File: src/design/dht_pkg.sv
`default_nettype none
package dht_pkg;
  // Register addresses on the four address inputs
  localparam logic [3:0] ADDR_DATA_PORT = 4'h0;  // Transmit/receive data port
  localparam logic [3:0] ADDR_DMA_SETUP = 4'h7;  // DMA setup register
  localparam logic [3:0] ADDR_FIFO_THR  = 4'h8;  // FIFO threshold control register
  // Values after reset
  localparam logic [7:0] DMA_SETUP_RST  = 8'h00; // DMA off, select 00
  localparam logic [7:0] FIFO_THR_RST   = 8'h77; // Both thresholds code 0111
  // Field positions
  localparam int DMA_EN_BIT  = 0;                // DMA mode enable
  localparam int DMA_SEL_LSB = 1;                // Interface select, two bits
  localparam int TX_THR_LSB  = 0;                // Transmit threshold, four bits
  localparam int RX_THR_LSB  = 4;                // Receive threshold, four bits
  // Synchroniser depth for pin inputs
  localparam int SYNC_STAGES = 3;
  // Width of the bundle of pin inputs that is synchronised
  localparam int PIN_W       = 16;
  // Interface select encodings
  typedef enum logic [1:0] {
    DHT_SEL_RDMEM   = 2'b00,  // Request low, acknowledge high, read strobe fills device
    DHT_SEL_WRMEM   = 2'b01,  // Request high, acknowledge low, write strobe fills device
    DHT_SEL_NOACK_L = 2'b10,  // Request low, acknowledge ignored
    DHT_SEL_NOACK_H = 2'b11   // Request high, acknowledge ignored
  } dht_sel_t;
endpackage : dht_pkg
`default_nettype wire

File: src/design/dht_thr_if.sv
`timescale 1ns/10ps
`default_nettype none
interface dht_thr_if;
  logic [3:0] tx_code;   // Transmit threshold code
  logic [3:0] rx_code;   // Receive threshold code
  logic [5:0] tx_level;  // Transmit FIFO free bytes
  logic [5:0] rx_level;  // Receive FIFO filled bytes
  logic       tx_hit;    // Transmit threshold reached
  logic       rx_hit;    // Receive threshold reached
  modport cfg (output tx_code, rx_code, tx_level, rx_level, input tx_hit, rx_hit);
  modport thr (input tx_code, rx_code, tx_level, rx_level, output tx_hit, rx_hit);
endinterface : dht_thr_if
`default_nettype wire

File: src/design/dht_thresh.sv
`timescale 1ns/10ps
`default_nettype none
module dht_thresh (
  // Threshold carrier
  dht_thr_if.thr th
);
  // ****************************************
  // Threshold decode
  // ****************************************
  // Code zero is one byte, every other code is twice its value
  function automatic logic [5:0] thr_bytes(input logic [3:0] code);
    logic [5:0] b;
    b = 6'h00;
    // RULE10 - base table
    // RULE13 - two byte steps
    if (code == 4'h0) begin
      b = 6'h01;
    end else begin
      b = {1'b0, code, 1'b0};
    end
    return b;
  endfunction

  // Compare levels against decoded thresholds
  always_comb begin
    // RULE14 - receive coded alike
    th.rx_hit = (th.rx_level >= thr_bytes(th.rx_code));
    // RULE15 - threshold reach compare
    th.tx_hit = (th.tx_level >= thr_bytes(th.tx_code));
  end
endmodule : dht_thresh
`default_nettype wire

File: src/design/dht_top.sv
// Behaviour
// RULE1 - Select 01: request high, acknowledge low
// RULE2 - Select 01: write fills, read drains
// RULE3 - Acknowledge forces data port address
// RULE4 - Select 10: request low, acknowledge ignored
// RULE5 - Select 11: request high, acknowledge ignored
// RULE6 - Thresholds drive interrupt and DMA requests
// RULE7 - Reset restores FIFO control register
// RULE8 - Transmit threshold in bits 0-3
// RULE9 - Transmit threshold resets to 0111
// RULE10 - Codes 0-5 give 1,2,4,6,8,10
// RULE11 - Enable off: no request, resets zero
// RULE12 - Select 00: request low, read fills
// RULE13 - Codes 6-15 step two, top 30
// RULE14 - Receive threshold bits 4-7, same coding
// RULE15 - Request when level reaches threshold
`timescale 1ns/10ps
`default_nettype none
module dht_top (
  // Clock and reset
  input  wire  logic       sys_clk,
  input  wire  logic       sys_rst,
  // Host bus pins
  input  wire  logic       cs_n,
  input  wire  logic       rd_n,
  input  wire  logic       wr_n,
  input  wire  logic [3:0] register_address_inputs,
  input  wire  logic [7:0] data_in,
  output logic       [7:0] data_out,
  output logic             data_oe,
  // DMA pins
  output logic             dma_request_pin,
  input  wire  logic       dma_acknowledge_pin,
  // FIFO side, same clock
  input  wire  logic       rx_mode,
  input  wire  logic [5:0] tx_free_level,
  input  wire  logic [5:0] rx_fill_level,
  input  wire  logic [7:0] rx_data,
  output logic             tx_push,
  output logic       [7:0] tx_data,
  output logic             rx_pop,
  // Threshold interrupt conditions
  output logic             tx_irq_cond,
  output logic             rx_irq_cond
);
  // ****************************************
  // Declarations
  // ****************************************
  logic [dht_pkg::PIN_W-1:0] pin_raw;                     // Bundled pin inputs
  logic [dht_pkg::PIN_W-1:0] sync_r [dht_pkg::SYNC_STAGES]; // Synchroniser stages
  logic [dht_pkg::PIN_W-1:0] filt_r;                      // Agreed pin levels
  logic [7:0]       dma_setup_r;         // DMA setup register
  logic [7:0]       fifo_thr_r;          // FIFO threshold control register
  logic             f_cs_n;              // Filtered chip select
  logic             f_rd_n;              // Filtered read strobe
  logic             f_wr_n;              // Filtered write strobe
  logic             f_ack;               // Filtered acknowledge level
  logic [3:0]       f_addr;              // Filtered address
  logic [7:0]       f_data;              // Filtered data bus
  logic             dma_en;              // DMA mode enable
  dht_pkg::dht_sel_t sel;                // Interface select
  logic             ack_act;             // Acknowledge asserted and honoured
  logic             swap;                // Read strobe moves data into device
  logic             acc_sel;             // Device selected for this access
  logic [3:0]       acc_addr;            // Effective address
  logic             we_lvl;              // Data flows into the device
  logic             re_lvl;              // Data flows out of the device
  logic             we_d_r;              // Previous write level
  logic             req_cond;            // Request condition for current direction
  logic [7:0]       rd_mux;              // Read data selection
  dht_thr_if        thr ();              // Carrier to threshold decode

  // ****************************************
  // Pin synchronisers
  // ****************************************
  assign pin_raw = {data_in, register_address_inputs, dma_acknowledge_pin, wr_n, rd_n, cs_n};

  // Three stages; idle high for the active low strobes
  always_ff @(posedge sys_clk) begin
    if (sys_rst) begin
      for (int i = 0; i < dht_pkg::SYNC_STAGES; i++) begin
        sync_r[i] <= 16'h0007;
      end
    end else begin
      sync_r[0] <= pin_raw;
      for (int i = 1; i < dht_pkg::SYNC_STAGES; i++) begin
        sync_r[i] <= sync_r[i-1];
      end
    end
  end

  // A bit changes only once stages two and three agree
  generate
    for (genvar b = 0; b < dht_pkg::PIN_W; b++) begin : g_filt
      always_ff @(posedge sys_clk) begin
        if (sys_rst) begin
          filt_r[b] <= (b < 3) ? 1'b1 : 1'b0;
        end else if (sync_r[1][b] == sync_r[2][b]) begin
          filt_r[b] <= sync_r[2][b];
        end
      end
    end
  endgenerate

  assign f_cs_n = filt_r[0];
  assign f_rd_n = filt_r[1];
  assign f_wr_n = filt_r[2];
  assign f_ack  = filt_r[3];
  assign f_addr = filt_r[7:4];
  assign f_data = filt_r[15:8];

  // ****************************************
  // Access decode
  // ****************************************
  assign dma_en = dma_setup_r[dht_pkg::DMA_EN_BIT];
  assign sel    = dht_pkg::dht_sel_t'(dma_setup_r[dht_pkg::DMA_SEL_LSB +: 2]);

  // Acknowledge polarity per select; upper selects ignore it
  always_comb begin
    case (sel)
      // RULE12 - acknowledge active high
      dht_pkg::DHT_SEL_RDMEM:   ack_act = dma_en & f_ack;
      // RULE1 - acknowledge active low
      dht_pkg::DHT_SEL_WRMEM:   ack_act = dma_en & ~f_ack;
      // RULE4 - acknowledge ignored
      dht_pkg::DHT_SEL_NOACK_L: ack_act = 1'b0;
      // RULE5 - acknowledge ignored
      dht_pkg::DHT_SEL_NOACK_H: ack_act = 1'b0;
      default:                  ack_act = 1'b0;
    endcase
  end

  // RULE2 - write strobe fills
  // RULE12 - read strobe fills
  assign swap     = ack_act & (sel == dht_pkg::DHT_SEL_RDMEM);
  assign acc_sel  = ~f_cs_n | ack_act;
  // RULE3 - force data port
  assign acc_addr = ack_act ? dht_pkg::ADDR_DATA_PORT : f_addr;
  assign we_lvl   = acc_sel & (swap ? ~f_rd_n : ~f_wr_n);
  assign re_lvl   = acc_sel & (swap ? ~f_wr_n : ~f_rd_n);

  // Previous write level for start detection
  always_ff @(posedge sys_clk) begin
    if (sys_rst) begin
      we_d_r <= 1'b0;
    end else begin
      we_d_r <= we_lvl;
    end
  end

  // ****************************************
  // Registers
  // ****************************************
  // Writes take effect once, at the start of the strobe
  always_ff @(posedge sys_clk) begin
    if (sys_rst) begin
      // RULE7 - reset restores
      // RULE9 - code 0111
      fifo_thr_r  <= dht_pkg::FIFO_THR_RST;
      // RULE11 - enable resets low
      dma_setup_r <= dht_pkg::DMA_SETUP_RST;
    end else if (we_lvl && !we_d_r) begin
      if (acc_addr == dht_pkg::ADDR_FIFO_THR) begin
        fifo_thr_r <= f_data;
      end else if (acc_addr == dht_pkg::ADDR_DMA_SETUP) begin
        // Unused bits are not stored
        dma_setup_r <= {5'h00, f_data[2:0]};
      end
    end
  end

  // Data port push toward the transmit FIFO
  always_ff @(posedge sys_clk) begin
    if (sys_rst) begin
      tx_push <= 1'b0;
      tx_data <= 8'h00;
    end else begin
      tx_push <= we_lvl && !we_d_r && (acc_addr == dht_pkg::ADDR_DATA_PORT);
      if (we_lvl && !we_d_r) begin
        tx_data <= f_data;
      end
    end
  end

  // Read data selection; unmapped addresses read zero
  always_comb begin
    case (acc_addr)
      dht_pkg::ADDR_DATA_PORT: rd_mux = rx_data;
      dht_pkg::ADDR_DMA_SETUP: rd_mux = dma_setup_r;
      dht_pkg::ADDR_FIFO_THR:  rd_mux = fifo_thr_r;
      default:                 rd_mux = 8'h00;
    endcase
  end

  // Bus drive follows the read level; the pop fires once at its start
  always_ff @(posedge sys_clk) begin
    if (sys_rst) begin
      data_out <= 8'h00;
      data_oe  <= 1'b0;
      rx_pop   <= 1'b0;
    end else begin
      data_oe  <= re_lvl;
      rx_pop   <= re_lvl && !data_oe && (acc_addr == dht_pkg::ADDR_DATA_PORT);
      // Hold data after the first cycle so the popped byte stays visible
      if (re_lvl && !data_oe) begin
        data_out <= rd_mux;
      end
    end
  end

  // ****************************************
  // Thresholds and request
  // ****************************************
  // RULE8 - low nibble transmit
  assign thr.tx_code  = fifo_thr_r[dht_pkg::TX_THR_LSB +: 4];
  // RULE14 - high nibble receive
  assign thr.rx_code  = fifo_thr_r[dht_pkg::RX_THR_LSB +: 4];
  assign thr.tx_level = tx_free_level;
  assign thr.rx_level = rx_fill_level;

  dht_thresh u_thresh (
    .th (thr)
  );

  // RULE15 - direction picks condition
  assign req_cond = rx_mode ? thr.rx_hit : thr.tx_hit;

  // Interrupt conditions share the threshold decode
  always_ff @(posedge sys_clk) begin
    if (sys_rst) begin
      tx_irq_cond <= 1'b0;
      rx_irq_cond <= 1'b0;
    end else begin
      // RULE6 - shared thresholds
      tx_irq_cond <= thr.tx_hit & ~rx_mode;
      rx_irq_cond <= thr.rx_hit & rx_mode;
    end
  end

  // Request pin; select bit zero sets active high
  always_ff @(posedge sys_clk) begin
    if (sys_rst) begin
      dma_request_pin <= 1'b1;
    end else begin
      // RULE11 - gate on enable
      // RULE1 - high when 01
      // RULE4 - low when 10
      // RULE5 - high when 11
      // RULE12 - low when 00
      dma_request_pin <= (dma_en & req_cond) ~^ sel[0];
    end
  end
endmodule : dht_top
`default_nettype wire

File: config.mk
export PLATFORM = sky130hd
export DESIGN_NAME = dht_top
export DESIGN_NICKNAME = d
export VERILOG_FILES = /design/src/design/dht_pkg.sv /design/src/design/dht_thr_if.sv /design/src/design/dht_thresh.sv /design/src/design/dht_top.sv
export SDC_FILE = /design/constraint.sdc
export NUM_CORES = 1
export LEC_CHECK = 0
export ABC_AREA = 0
export ABC_CLOCK_PERIOD_IN_PS = 3550
export BUFFER_PORTS_ARGS = -buffer_cell sky130_fd_sc_hd__clkbuf_2
export CAP_MARGIN = 20
export CORE_ASPECT_RATIO = 0.5
export CORE_MARGIN = 4
export CORE_UTILIZATION = 41
export CTS_CLUSTER_DIAMETER = 50
export DETAILED_ROUTE_END_ITERATION = 10
export PLACE_DENSITY = 0.64
export SYNTH_ARGS = -nofsm -noshare
export SYNTH_HDL_FRONTEND = slang
export SYNTH_SLANG_ARGS = --single-unit
export TNS_END_PERCENT = 100
File: constraint.sdc
create_clock -name sys_clk -period 3.55 [get_ports sys_clk]
set_input_delay 0.71 -clock sys_clk [delete_from_list [all_inputs] [get_ports sys_clk]]
set_output_delay 0.71 -clock sys_clk [all_outputs]
set_load 0.05 [all_outputs]
==> results.json, run 1 <==
{
  "maxCapViolations": 0,
  "ys_top_cells_by_count": "dfxtp_1 (98), nor2b_1 (42), nor2_1 (32)",
  "grtUsageMet2_pct": 18.2,
  "drc": 0,
  "final.fill_count": 795,
  "grt_first_pass_wirelength_mm": 10.9,
  "total_power_mw": 2.12,
  "worstMarginPinSlew_ns": 0.713,
  "cts_setup_buffers": 0,
  "fmax_mhz": 541,
  "grt_usage_pct": 13.4,
  "place_congestion": 0.775,
  "rows": 23,
  "ys_seq_area_share_pct": 54.3,
  "wl_mm": 6.73,
  "p_leak_nw": 1.94,
  "post-route-min-period_ns": 1.85,
  "fin_skew_ns": 0.00478,
  "synth_area_leaders": "dfxtp_1 (54%), nor2b_1 (7.3%), a21oi_1 (4.2%)",
  "crit_path_end_kind": "flop",
  "setup_tns_ns": 0,
  "wl_per_cell_um": 12.7,
  "synth-main-ff-cell": "dfxtp_1",
  "fp.dieW_um": 141,
  "final_area_mm2": 0.00429,
  "r2r_setup_slack_ns": 1.70,
  "crit_type": "flop to flop",
  "yosysTopAreaCellShare_pct": 54.3,
  "dr.pass1.iters": 5,
  "postPlaceCellArea_mm2": 0.00401,
  "antenna_found_initial": 0,
  "port_buffers": 60,
  "die-area_mm2": 0.0105,
  "arrival_ns": 2.08,
  "dr.first_iter.drc_count": 144,
  "io_pins": 61,
  "slew_headroom_pct": 52.5,
  "clk_pin_slew_ns": 0.07,
  "yosysTopAreaCell": "dfxtp_1",
  "rsz0062_at_grt": "no",
  "area_delta_synth_final_pct": 18.8,
  "postSynth.asyncResetShare_pct": 0,
  "cts_buffers": 9,
  "grtUsageMet1_pct": 18.9,
  "die_y_um": 74.4,
  "place_hpwl_mm": 4.88,
  "fin_nets": 463,
  "synth.avg_cell_area_um2": 10.2,
  "vias": 2455,
  "clk-insertion-delay-late_ns": 0.34,
  "syn-cell-area_mm2": 0.00361,
  "ir_drop_uv": 257,
  "grt_max_degree": 43,
  "synth.most_common_cell": "dfxtp_1",
  "post_cts_resized": 0,
  "period_share_pct": 52.0,
  "ys_types": 44,
  "syn_inst": 354,
  "ys_ff_latch": 98,
  "drive_gt1_share_pct": 23.4,
  "grt-ovfl-total": 0,
  "ys_warn_count": 0,
  "hold_violations": 0,
  "via_per_inst": 4.62,
  "cts-root-buf": "clkbuf_16",
  "crit_required_ns": 3.78,
  "worstPathMaxFanout": 9,
  "htree_levels": 3,
  "ant_nets": 0,
  "diodes": 0,
  "synthesis.nets": 403,
  "grt_pass1_vias": 2226,
  "min_path_type": "flop to flop",
  "use_met3_pct": 5.46,
  "start_util_pct": 43.6,
  "drv_slew": 0,
  "synth_edf_count": 0,
  "cts.path.max_buffers": 2,
  "status": "complete, no violations",
  "power.density_mw_per_mm2": 494,
  "cts_hold_buf": 0,
  "critPathLaunchType": "flop",
  "setup_viol": 0,
  "clkSinkCount": 98,
  "tritoncts": "done",
  "fp.coreArea_mm2": 0.00829,
  "grt_busiest_layer": "met1"
}
[per-stage QoR]
step | setup slack [ns] | utilization [%] | instances | hold slack, ns
after floorplan | 1.68 | - | 354 | 0.389
after global placement | 1.54 | 48.4 | 515 | 0.392
after detailed placement | 1.53 | 48.4 | 515 | 0.397
after CTS | 1.68 | 51.8 | 531 | 0.412
after global routing | 1.58 | 51.8 | 531 | 0.424
final | 1.70 | 51.8 | 531 | 0.410
[placed cells by master (no fill, tap or decap), types with 2 or more instances in the layout]
master     count
clkbuf_16      9
a21o_1         3
clkinv_2       2
o21ai_0       14
buf_4          2
nand2b_1       6
inv_1         11
a2bb2oi_1      5
nor3b_1        2
nor4_1         2
clkbuf_2      59
and2_1         2
a21oi_1       30
o21bai_1       3
nor2b_1       42
nand2_1       18
or2_2          9
nor2_1        32
o2bb2ai_1      2
dfxtp_1       98
nor3_1         7
a22oi_1        8
mux2i_1       14
ha_1          10
[logic make-up after synthesis]
kind of cell | after synthesis | synth area share (%)
multiplexers | 16 | 4.88
AND/OR/NAND/NOR | 131 | 20.9
buffers and inverters | 25 | 3.22
XOR/XNOR | 2 | 0.485
AO/OA/AOI/OAI | 72 | 12.7
flip-flops | 98 | 54.3
adder cells (fa/ha/maj) | 10 | 3.46
[power by group]
group | leakage, nW | switching, mW | internal (mW)
logic | 1.00 | 0.0409 | 0.0425
registers | 0.799 | 0.00963 | 1.12
clock network | 0.138 | 0.405 | 0.499
total | 1.94 | 0.456 | 1.66
[state kept, by name (all words and copies together) (netlist names), 3 cells and up]
| register | count |
|---|---|
| sync_r | 48 |
| data_out | 8 |
| f_data | 8 |
| fifo_thr_r | 8 |
| tx_data | 8 |
| f_addr | 4 |
| dma_setup_r | 3 |
[critical path: stages, from the launching register on]
cell	delay [ns]
dfxtp_1	0.38
and4bb_4	0.41
mux2i_4	0.32
nand3b_2	0.31
mux2i_1	0.24
nor2_1	0.07
[routing by layer]
metal | vias up | wire length [um]
met3 | 10 | 425
met4 | 0 | 104
met2 | 53 | 2500
met1 | 1061 | 3700
met5 | - | 0
li1 | 1331 | -
[cell type report]
| cell class | instances | area [um2] | share of cell area (%) |
|---|---|---|---|
| multi-input combinational | 231 | 1530 | 35.7 |
| tap | 112 | 140 | 3.26 |
| inverter | 11 | 41.3 | 0.962 |
| timing repair buffer | 63 | 335 | 7.81 |
| sequential | 98 | 1960 | 45.7 |
| clock inverter | 5 | 37.5 | 0.874 |
| clock buffer | 11 | 243 | 5.65 |
[final timing paths]
kind | startpoint | endpoint | cells past startpoint
min | sync_r[0][2] | sync_r[0][18] | 1
max | dma_setup_r[1] | tx_data[2] | 5
min reg2reg | sync_r[0][2] | sync_r[0][18] | 1
max reg2reg | dma_setup_r[1] | tx_data[2] | 5
No activity file was read; power rests on OpenSTA's default activity.
==> run 2: changes to the inputs <==
--- a/config.mk
+++ b/config.mk
@@ -5,8 +5,8 @@
 export SDC_FILE = /design/constraint.sdc
 export NUM_CORES = 1
 export LEC_CHECK = 0
-export ABC_AREA = 0
-export ABC_CLOCK_PERIOD_IN_PS = 3550
+export ABC_AREA = 1
+export ABC_CLOCK_PERIOD_IN_PS = 1800
 export BUFFER_PORTS_ARGS = -buffer_cell sky130_fd_sc_hd__clkbuf_2
 export CAP_MARGIN = 20
 export CORE_ASPECT_RATIO = 0.5
==> constraint.sdc (replaced) <==
create_clock -name sys_clk -period 1.8 [get_ports sys_clk]
set_input_delay 0.36 -clock sys_clk [delete_from_list [all_inputs] [get_ports sys_clk]]
set_output_delay 0.36 -clock sys_clk [all_outputs]
set_load 0.05 [all_outputs]
==> results.json, run 2 <==
{
  "status": "complete, no violations",
  "wl_per_cell_um": 11.1,
  "synth.most_common_cell": "dfxtp_1",
  "critPathLaunchType": "flop",
  "place_congestion": 0.831,
  "fp.dieW_um": 142,
  "min_path_type": "input port to flop",
  "ys_warn_count": 0,
  "antenna_found_initial": 0,
  "clkSinkCount": 98,
  "grt_max_degree": 34,
  "drive_gt1_share_pct": 21.1,
  "rr_startpoint": "fifo_thr_r[0]",
  "cts-root-buf": "clkbuf_16",
  "synth_area_leaders": "dfxtp_1 (54%), nand2_1 (9.3%), inv_1 (7.8%)",
  "postPlaceCellArea_mm2": 0.00410,
  "cts_buffers": 9,
  "final_area_mm2": 0.00445,
  "final_cell_mix": "dfxtp_1 (98), nand2_1 (91), inv_1 (76)",
  "fin_skew_ns": 0.00739,
  "arrival_ns": 1.83,
  "ys_top_cells_by_count": "dfxtp_1 (98), nand2_1 (91), inv_1 (76)",
  "period_share_pct": 90.0,
  "ys_types": 23,
  "dr.pass1.iters": 4,
  "synthAdderAreaFrac_pct": 3.42,
  "area_delta_synth_final_pct": 21.6,
  "whs_ns": 0.195,
  "top_register": "sync_r",
  "power.density_mw_per_mm2": 983,
  "htree_levels": 3,
  "maxCapViolations": 0,
  "io_pins": 61,
  "hold_violations": 0,
  "muxShareOfSynthArea_pct": 0,
  "yosysTopAreaCellShare_pct": 53.6,
  "synth_xor_area_share_pct": 0,
  "synth.avg_cell_area_um2": 8.01,
  "synth_top_family_by_area": "simple AND/OR/NAND/NOR gates",
  "startpoint": "fifo_thr_r[0]",
  "start_util_pct": 42.0,
  "yosysTopAreaCell": "dfxtp_1",
  "layout_commonest_cell": "dfxtp_1",
  "ant_nets": 0,
  "rsz0062_at_grt": "no",
  "synth-main-ff-cell": "dfxtp_1",
  "slew_headroom_pct": 62.3,
  "setup_viol": 0,
  "port_buffers": 60,
  "place_hpwl_mm": 5.17,
  "hp-start": "cs_n",
  "synthesis.nets": 506,
  "crit_type": "flop to flop",
  "crit_required_ns": 2.01,
  "cts.path.max_buffers": 2,
  "synth_simple_gate_area_share_pct": 24.6,
  "worstPathMaxFanout": 4,
  "worstMarginPinSlew_ns": 0.565,
  "grt_first_pass_wirelength_mm": 12.1,
  "wl_mm": 7.17,
  "clk-insertion-delay-late_ns": 0.34,
  "die-area_mm2": 0.0106,
  "grt-ovfl-total": 0,
  "largest_reg_flops": 48,
  "dr.first_iter.drc_count": 132,
  "drc": 0,
  "clk_pin_slew_ns": 0.07,
  "syn-cell-area_mm2": 0.00366,
  "post-route-min-period_ns": 1.62,
  "vias": 2884,
  "ys_ff_latch": 98,
  "fin_nets": 576,
  "synth_edf_count": 0,
  "cts_hold_buf": 0,
  "ir_drop_uv": 499,
  "fmax_mhz": 617,
  "ys_seq_area_share_pct": 53.6,
  "final_util_pct": 51.1,
  "tritoncts": "done",
  "grt_usage_pct": 14.4,
  "synth-compound-area-share_pct": 8.62,
  "diodes": 0,
  "crit_path_end_kind": "flop",
  "syn_inst": 457,
  "drv_slew": 0,
  "fp.coreArea_mm2": 0.00871,
  "rows": 24,
  "grt_pass1_vias": 2636,
  "p_leak_nw": 2.11,
  "setup_tns_ns": 0,
  "postSynth.asyncResetShare_pct": 0,
  "via_per_inst": 4.44,
  "die_y_um": 74.8
}
==> run 2: changes by cell type in the layout (fill, tap and decap cells not counted), moves of 4 or more <==
cell,before,now
nand2_1,18,91
inv_1,11,76
nor2b_1,42,0
nor2_1,32,57
nand3_1,1,21
mux2i_1,14,0
a211oi_1,0,10
buf_4,2,11
a22oi_1,8,0
nand2b_1,6,0
a2bb2oi_1,5,0
a21oi_1,30,34
==> run 2: kinds of logic (layout without fill, tap and decap cells) <==
logic type	Yosys count	after routing
AOI/OAI and AO/OA	58	58
adders and majority gates	10	10
buffers and inverters	91	166
DFF	98	98
and+or+nand+nor	200	200
==> run 2: timing repair <==
action                     in CTS  in global routing
setup endpoints to repair       0                  7
gates resized for setup         0                  2
hold endpoints to repair        0                  0
buffers inserted                0                  4
==> run 2: report_power, final <==
part           switching (mW)  leakage, nW  internal, mW
registers              0.0180        0.799          2.21
clock network           0.841        0.151          1.13
logic                  0.0991         1.16        0.0730
total                   0.958         2.11          3.42
==> run 2: final timing paths <==
check	slack, ns	to	cells past startpoint
min reg2reg	0.40	sync_r[0][23]	2
max	0.18	dma_request_pin	8
min	0.20	sync_r[0][0]	2
max reg2reg	0.18	dma_request_pin	8
==> run 2: per-layer routing <==
| layer | wire length, um | vias up | global-route usage [%] |
|---|---|---|---|
| li1 | - | 1556 | - |
| met1 | 3760 | 1261 | 19.7 |
| met2 | 2940 | 55 | 21.7 |
| met3 | 365 | 12 | 4.06 |
| met4 | 103 | 0 | 5.74 |
| met5 | 0 | - | 0 |
==> run 2: critical path, cell delays in order, from the launching register on <==
cell	delay (ns)
dfxtp_1	0.35
nor4_2	0.29
ha_1	0.27
o21ai_0	0.16
nand2_1	0.07
nand2_1	0.08
nand3_1	0.10
nand4_1	0.10
nand3_1	0.08
==> run 2: layout make-up <==
type                       instances  area (um2)
inverter                          79         297
tap                              117         146
fill                             843        4260
sequential                        98        1960
clock inverter                     6        71.3
clock buffer                      10         239
multi-input combinational        268        1350
timing repair buffer              71         383
==> run 2: stage by stage <==
stage | power [mW] | cells | setup slack (ns)
5_1_grt | 4.55 | 649 | 0.00565
2_1_floorplan | 2.38 | 457 | 0.356
4_1_cts | 4.43 | 645 | 0.158
3_3_place_gp | 2.45 | 629 | 0.218
3_5_place_dp | 2.45 | 629 | 0.166
6_report | 4.38 | 649 | 0.180
==> run 3: changes to the inputs <==
--- a/config.mk
+++ b/config.mk
@@ -15,7 +15,9 @@
 export CTS_CLUSTER_DIAMETER = 50
 export DETAILED_ROUTE_END_ITERATION = 10
 export PLACE_DENSITY = 0.64
+export SETUP_SLACK_MARGIN = 0.15
 export SYNTH_ARGS = -nofsm -noshare
 export SYNTH_HDL_FRONTEND = slang
+export SYNTH_HIERARCHICAL = 1
 export SYNTH_SLANG_ARGS = --single-unit
 export TNS_END_PERCENT = 100
==> results.json, run 3 <==
{
  "final_util_pct": 52.3,
  "ys_warn_count": 6,
  "ant_nets": 0,
  "pre_cts_slack_ns": 0.126,
  "wl_per_cell_um": 11.0,
  "top_register": "sync_r",
  "crit_type": "flop to flop",
  "io_pins": 61,
  "met2_length_mm": 2.94,
  "postSynth.asyncResetShare_pct": 0,
  "min_path_type": "input port to flop",
  "ys_types": 29,
  "final_cells": 662,
  "cpMostUsedCell": "nand2_1",
  "die_y_um": 75.5,
  "crit_required_ns": 2.04,
  "status": "complete, no violations",
  "place_hpwl_mm": 5.29,
  "drive_gt1_share_pct": 25.3,
  "synthesis.nets": 517,
  "placedCellCount": 641,
  "die-area_mm2": 0.0108,
  "slew_headroom_pct": 75.9,
  "wl_met1_mm": 3.84,
  "syn_inst": 468,
  "fp.coreArea_mm2": 0.00880,
  "whs_ns": 0.192,
  "rows": 24,
  "p_leak_nw": 2.17,
  "place_congestion": 0.818,
  "arrival_ns": 1.86,
  "synth.avg_cell_area_um2": 7.99,
  "synth_area_leaders": "dfxtp_1 (52%), nand2_1 (10%), inv_1 (7.3%)",
  "port_buffers": 60,
  "highest_layer": "met4",
  "final_area_mm2": 0.00460,
  "critPathLaunchType": "flop",
  "drv_slew": 0,
  "yosysTopAreaCellShare_pct": 52.5,
  "cts.path.max_buffers": 2,
  "cts-root-buf": "clkbuf_16",
  "wl_met3_um": 449,
  "crit_family": "simple AND/OR/NAND/NOR gates",
  "ys_top_cells_by_count": "nand2_1 (100), dfxtp_1 (98), inv_1 (73)",
  "synth-main-ff-cell": "dfxtp_1",
  "fmax_mhz": 614,
  "dr.first_iter.drc_count": 116,
  "final_cell_mix": "nand2_1 (96), dfxtp_1 (89), inv_1 (72)",
  "fin_nets": 589,
  "rsz0062_at_grt": "yes",
  "maxCapViolations": 0,
  "setup_tns_ns": 0,
  "worstPathMaxFanout": 4,
  "via_per_inst": 4.43,
  "clk-insertion-delay-late_ns": 0.35,
  "path_buf_inv": 1,
  "grt_usage_pct": 13.9,
  "period_share_pct": 90.5,
  "wl_mm": 7.30,
  "post-route-min-period_ns": 1.63,
  "fin_ws_ns": 0.172,
  "ys_seq_area_share_pct": 52.5,
  "crit_chain": "nor4_2 > ha_1 > inv_1 > nand2_1 > nand2_1 > nand2_1 > nand2_1 > nand2_1 > nand2_1 > a21oi_2 > a21o_1",
  "total_power_mw": 4.35,
  "fp.dieW_um": 143,
  "postPlaceCellArea_mm2": 0.00419,
  "clkSinkCount": 98,
  "grt_pass1_vias": 2532,
  "hold_violations": 0,
  "largest_reg_flops": 48,
  "synth_edf_count": 0,
  "drc": 0,
  "grt_first_pass_wirelength_mm": 11.5,
  "crit_path_end_kind": "flop",
  "ir_drop_uv": 513,
  "cpPeakStageDelay_ns": 0.35,
  "cp_slowest_cell": "dfxtp_2",
  "grt_max_degree": 30,
  "dr.pass1.iters": 4,
  "syn-cell-area_mm2": 0.00374,
  "vias": 2931,
  "antenna_found_initial": 0,
  "worstMarginPinSlew_ns": 0.360,
  "yosysTopAreaCell": "dfxtp_1",
  "fin_skew_ns": 0.00649,
  "ys_ff_latch": 98,
  "diodes": 0,
  "layout_commonest_cell": "nand2_1",
  "cts_buffers": 9,
  "setup_viol": 0,
  "synth.most_common_cell": "nand2_1",
  "htree_levels": 3,
  "power.density_mw_per_mm2": 945,
  "start_util_pct": 42.5,
  "grt-ovfl-total": 0,
  "area_delta_synth_final_pct": 23.0,
  "tritoncts": "done",
  "clk_pin_slew_ns": 0.07
}
run 3: final cells by class:
class                      instances  area (um2)
clock buffer                      10         229
clock inverter                     6        75.1
fill                             860        4200
inverter                          77         289
multi-input combinational        282        1480
sequential                        98        1980
tap                              117         146
timing repair buffer              72         402
run 3: worst paths after layout:
| path | start | to | slack [ns] | cells past startpoint |
|---|---|---|---|---|
| worst min register to register | sync_r[0][14] | sync_r[0][30] | 0.40 | 2 |
| worst max register to register | fifo_thr_r[3] | dma_request_pin | 0.17 | 11 |
| worst max-delay path | fifo_thr_r[3] | dma_request_pin | 0.17 | 11 |
| worst min-delay path | data_in[4] | sync_r[0][12] | 0.19 | 3 |
run 3: where the power goes:
part,switching [mW],leakage [nW],internal [mW]
Clock,0.841,0.145,1.10
Combinational,0.103,1.23,0.0774
Sequential,0.0171,0.800,2.21
Total,0.961,2.17,3.38
run 3: what timing repair did:
action	CTS	global route
buffers inserted	0	4
gates cloned	0	1
hold buffers	0	0
endpoints found under the setup margin	1	25
pin swaps	0	13
resized for setup	4	21
run 3: cell families (layout without fill, tap and decap cells):
kind of cell | Yosys count | after routing | share of synthesized area [%]
buffers and inverters | 89 | 165 | 9.34
AND/OR/NAND/NOR | 217 | 218 | 26.5
flip-flops | 98 | 98 | 52.5
AO/OA/AOI/OAI | 54 | 54 | 8.37
adder cells (fa/ha/maj) | 10 | 10 | 3.35
run 3: worst reg2reg max path: stages, from the launching register on:
cell	delay, ns
dfxtp_2	0.35
nor4_2	0.27
ha_1	0.27
inv_1	0.06
nand2_1	0.04
nand2_1	0.05
nand2_1	0.04
nand2_1	0.05
nand2_1	0.05
nand2_1	0.10
a21oi_2	0.07
a21o_1	0.18
run 3: metal layers:
metal,track usage [%],up-vias
met1,18.7,1275
li1,-,1591
met4,4.21,0
met5,0,-
met3,5.96,7
met2,20.2,58
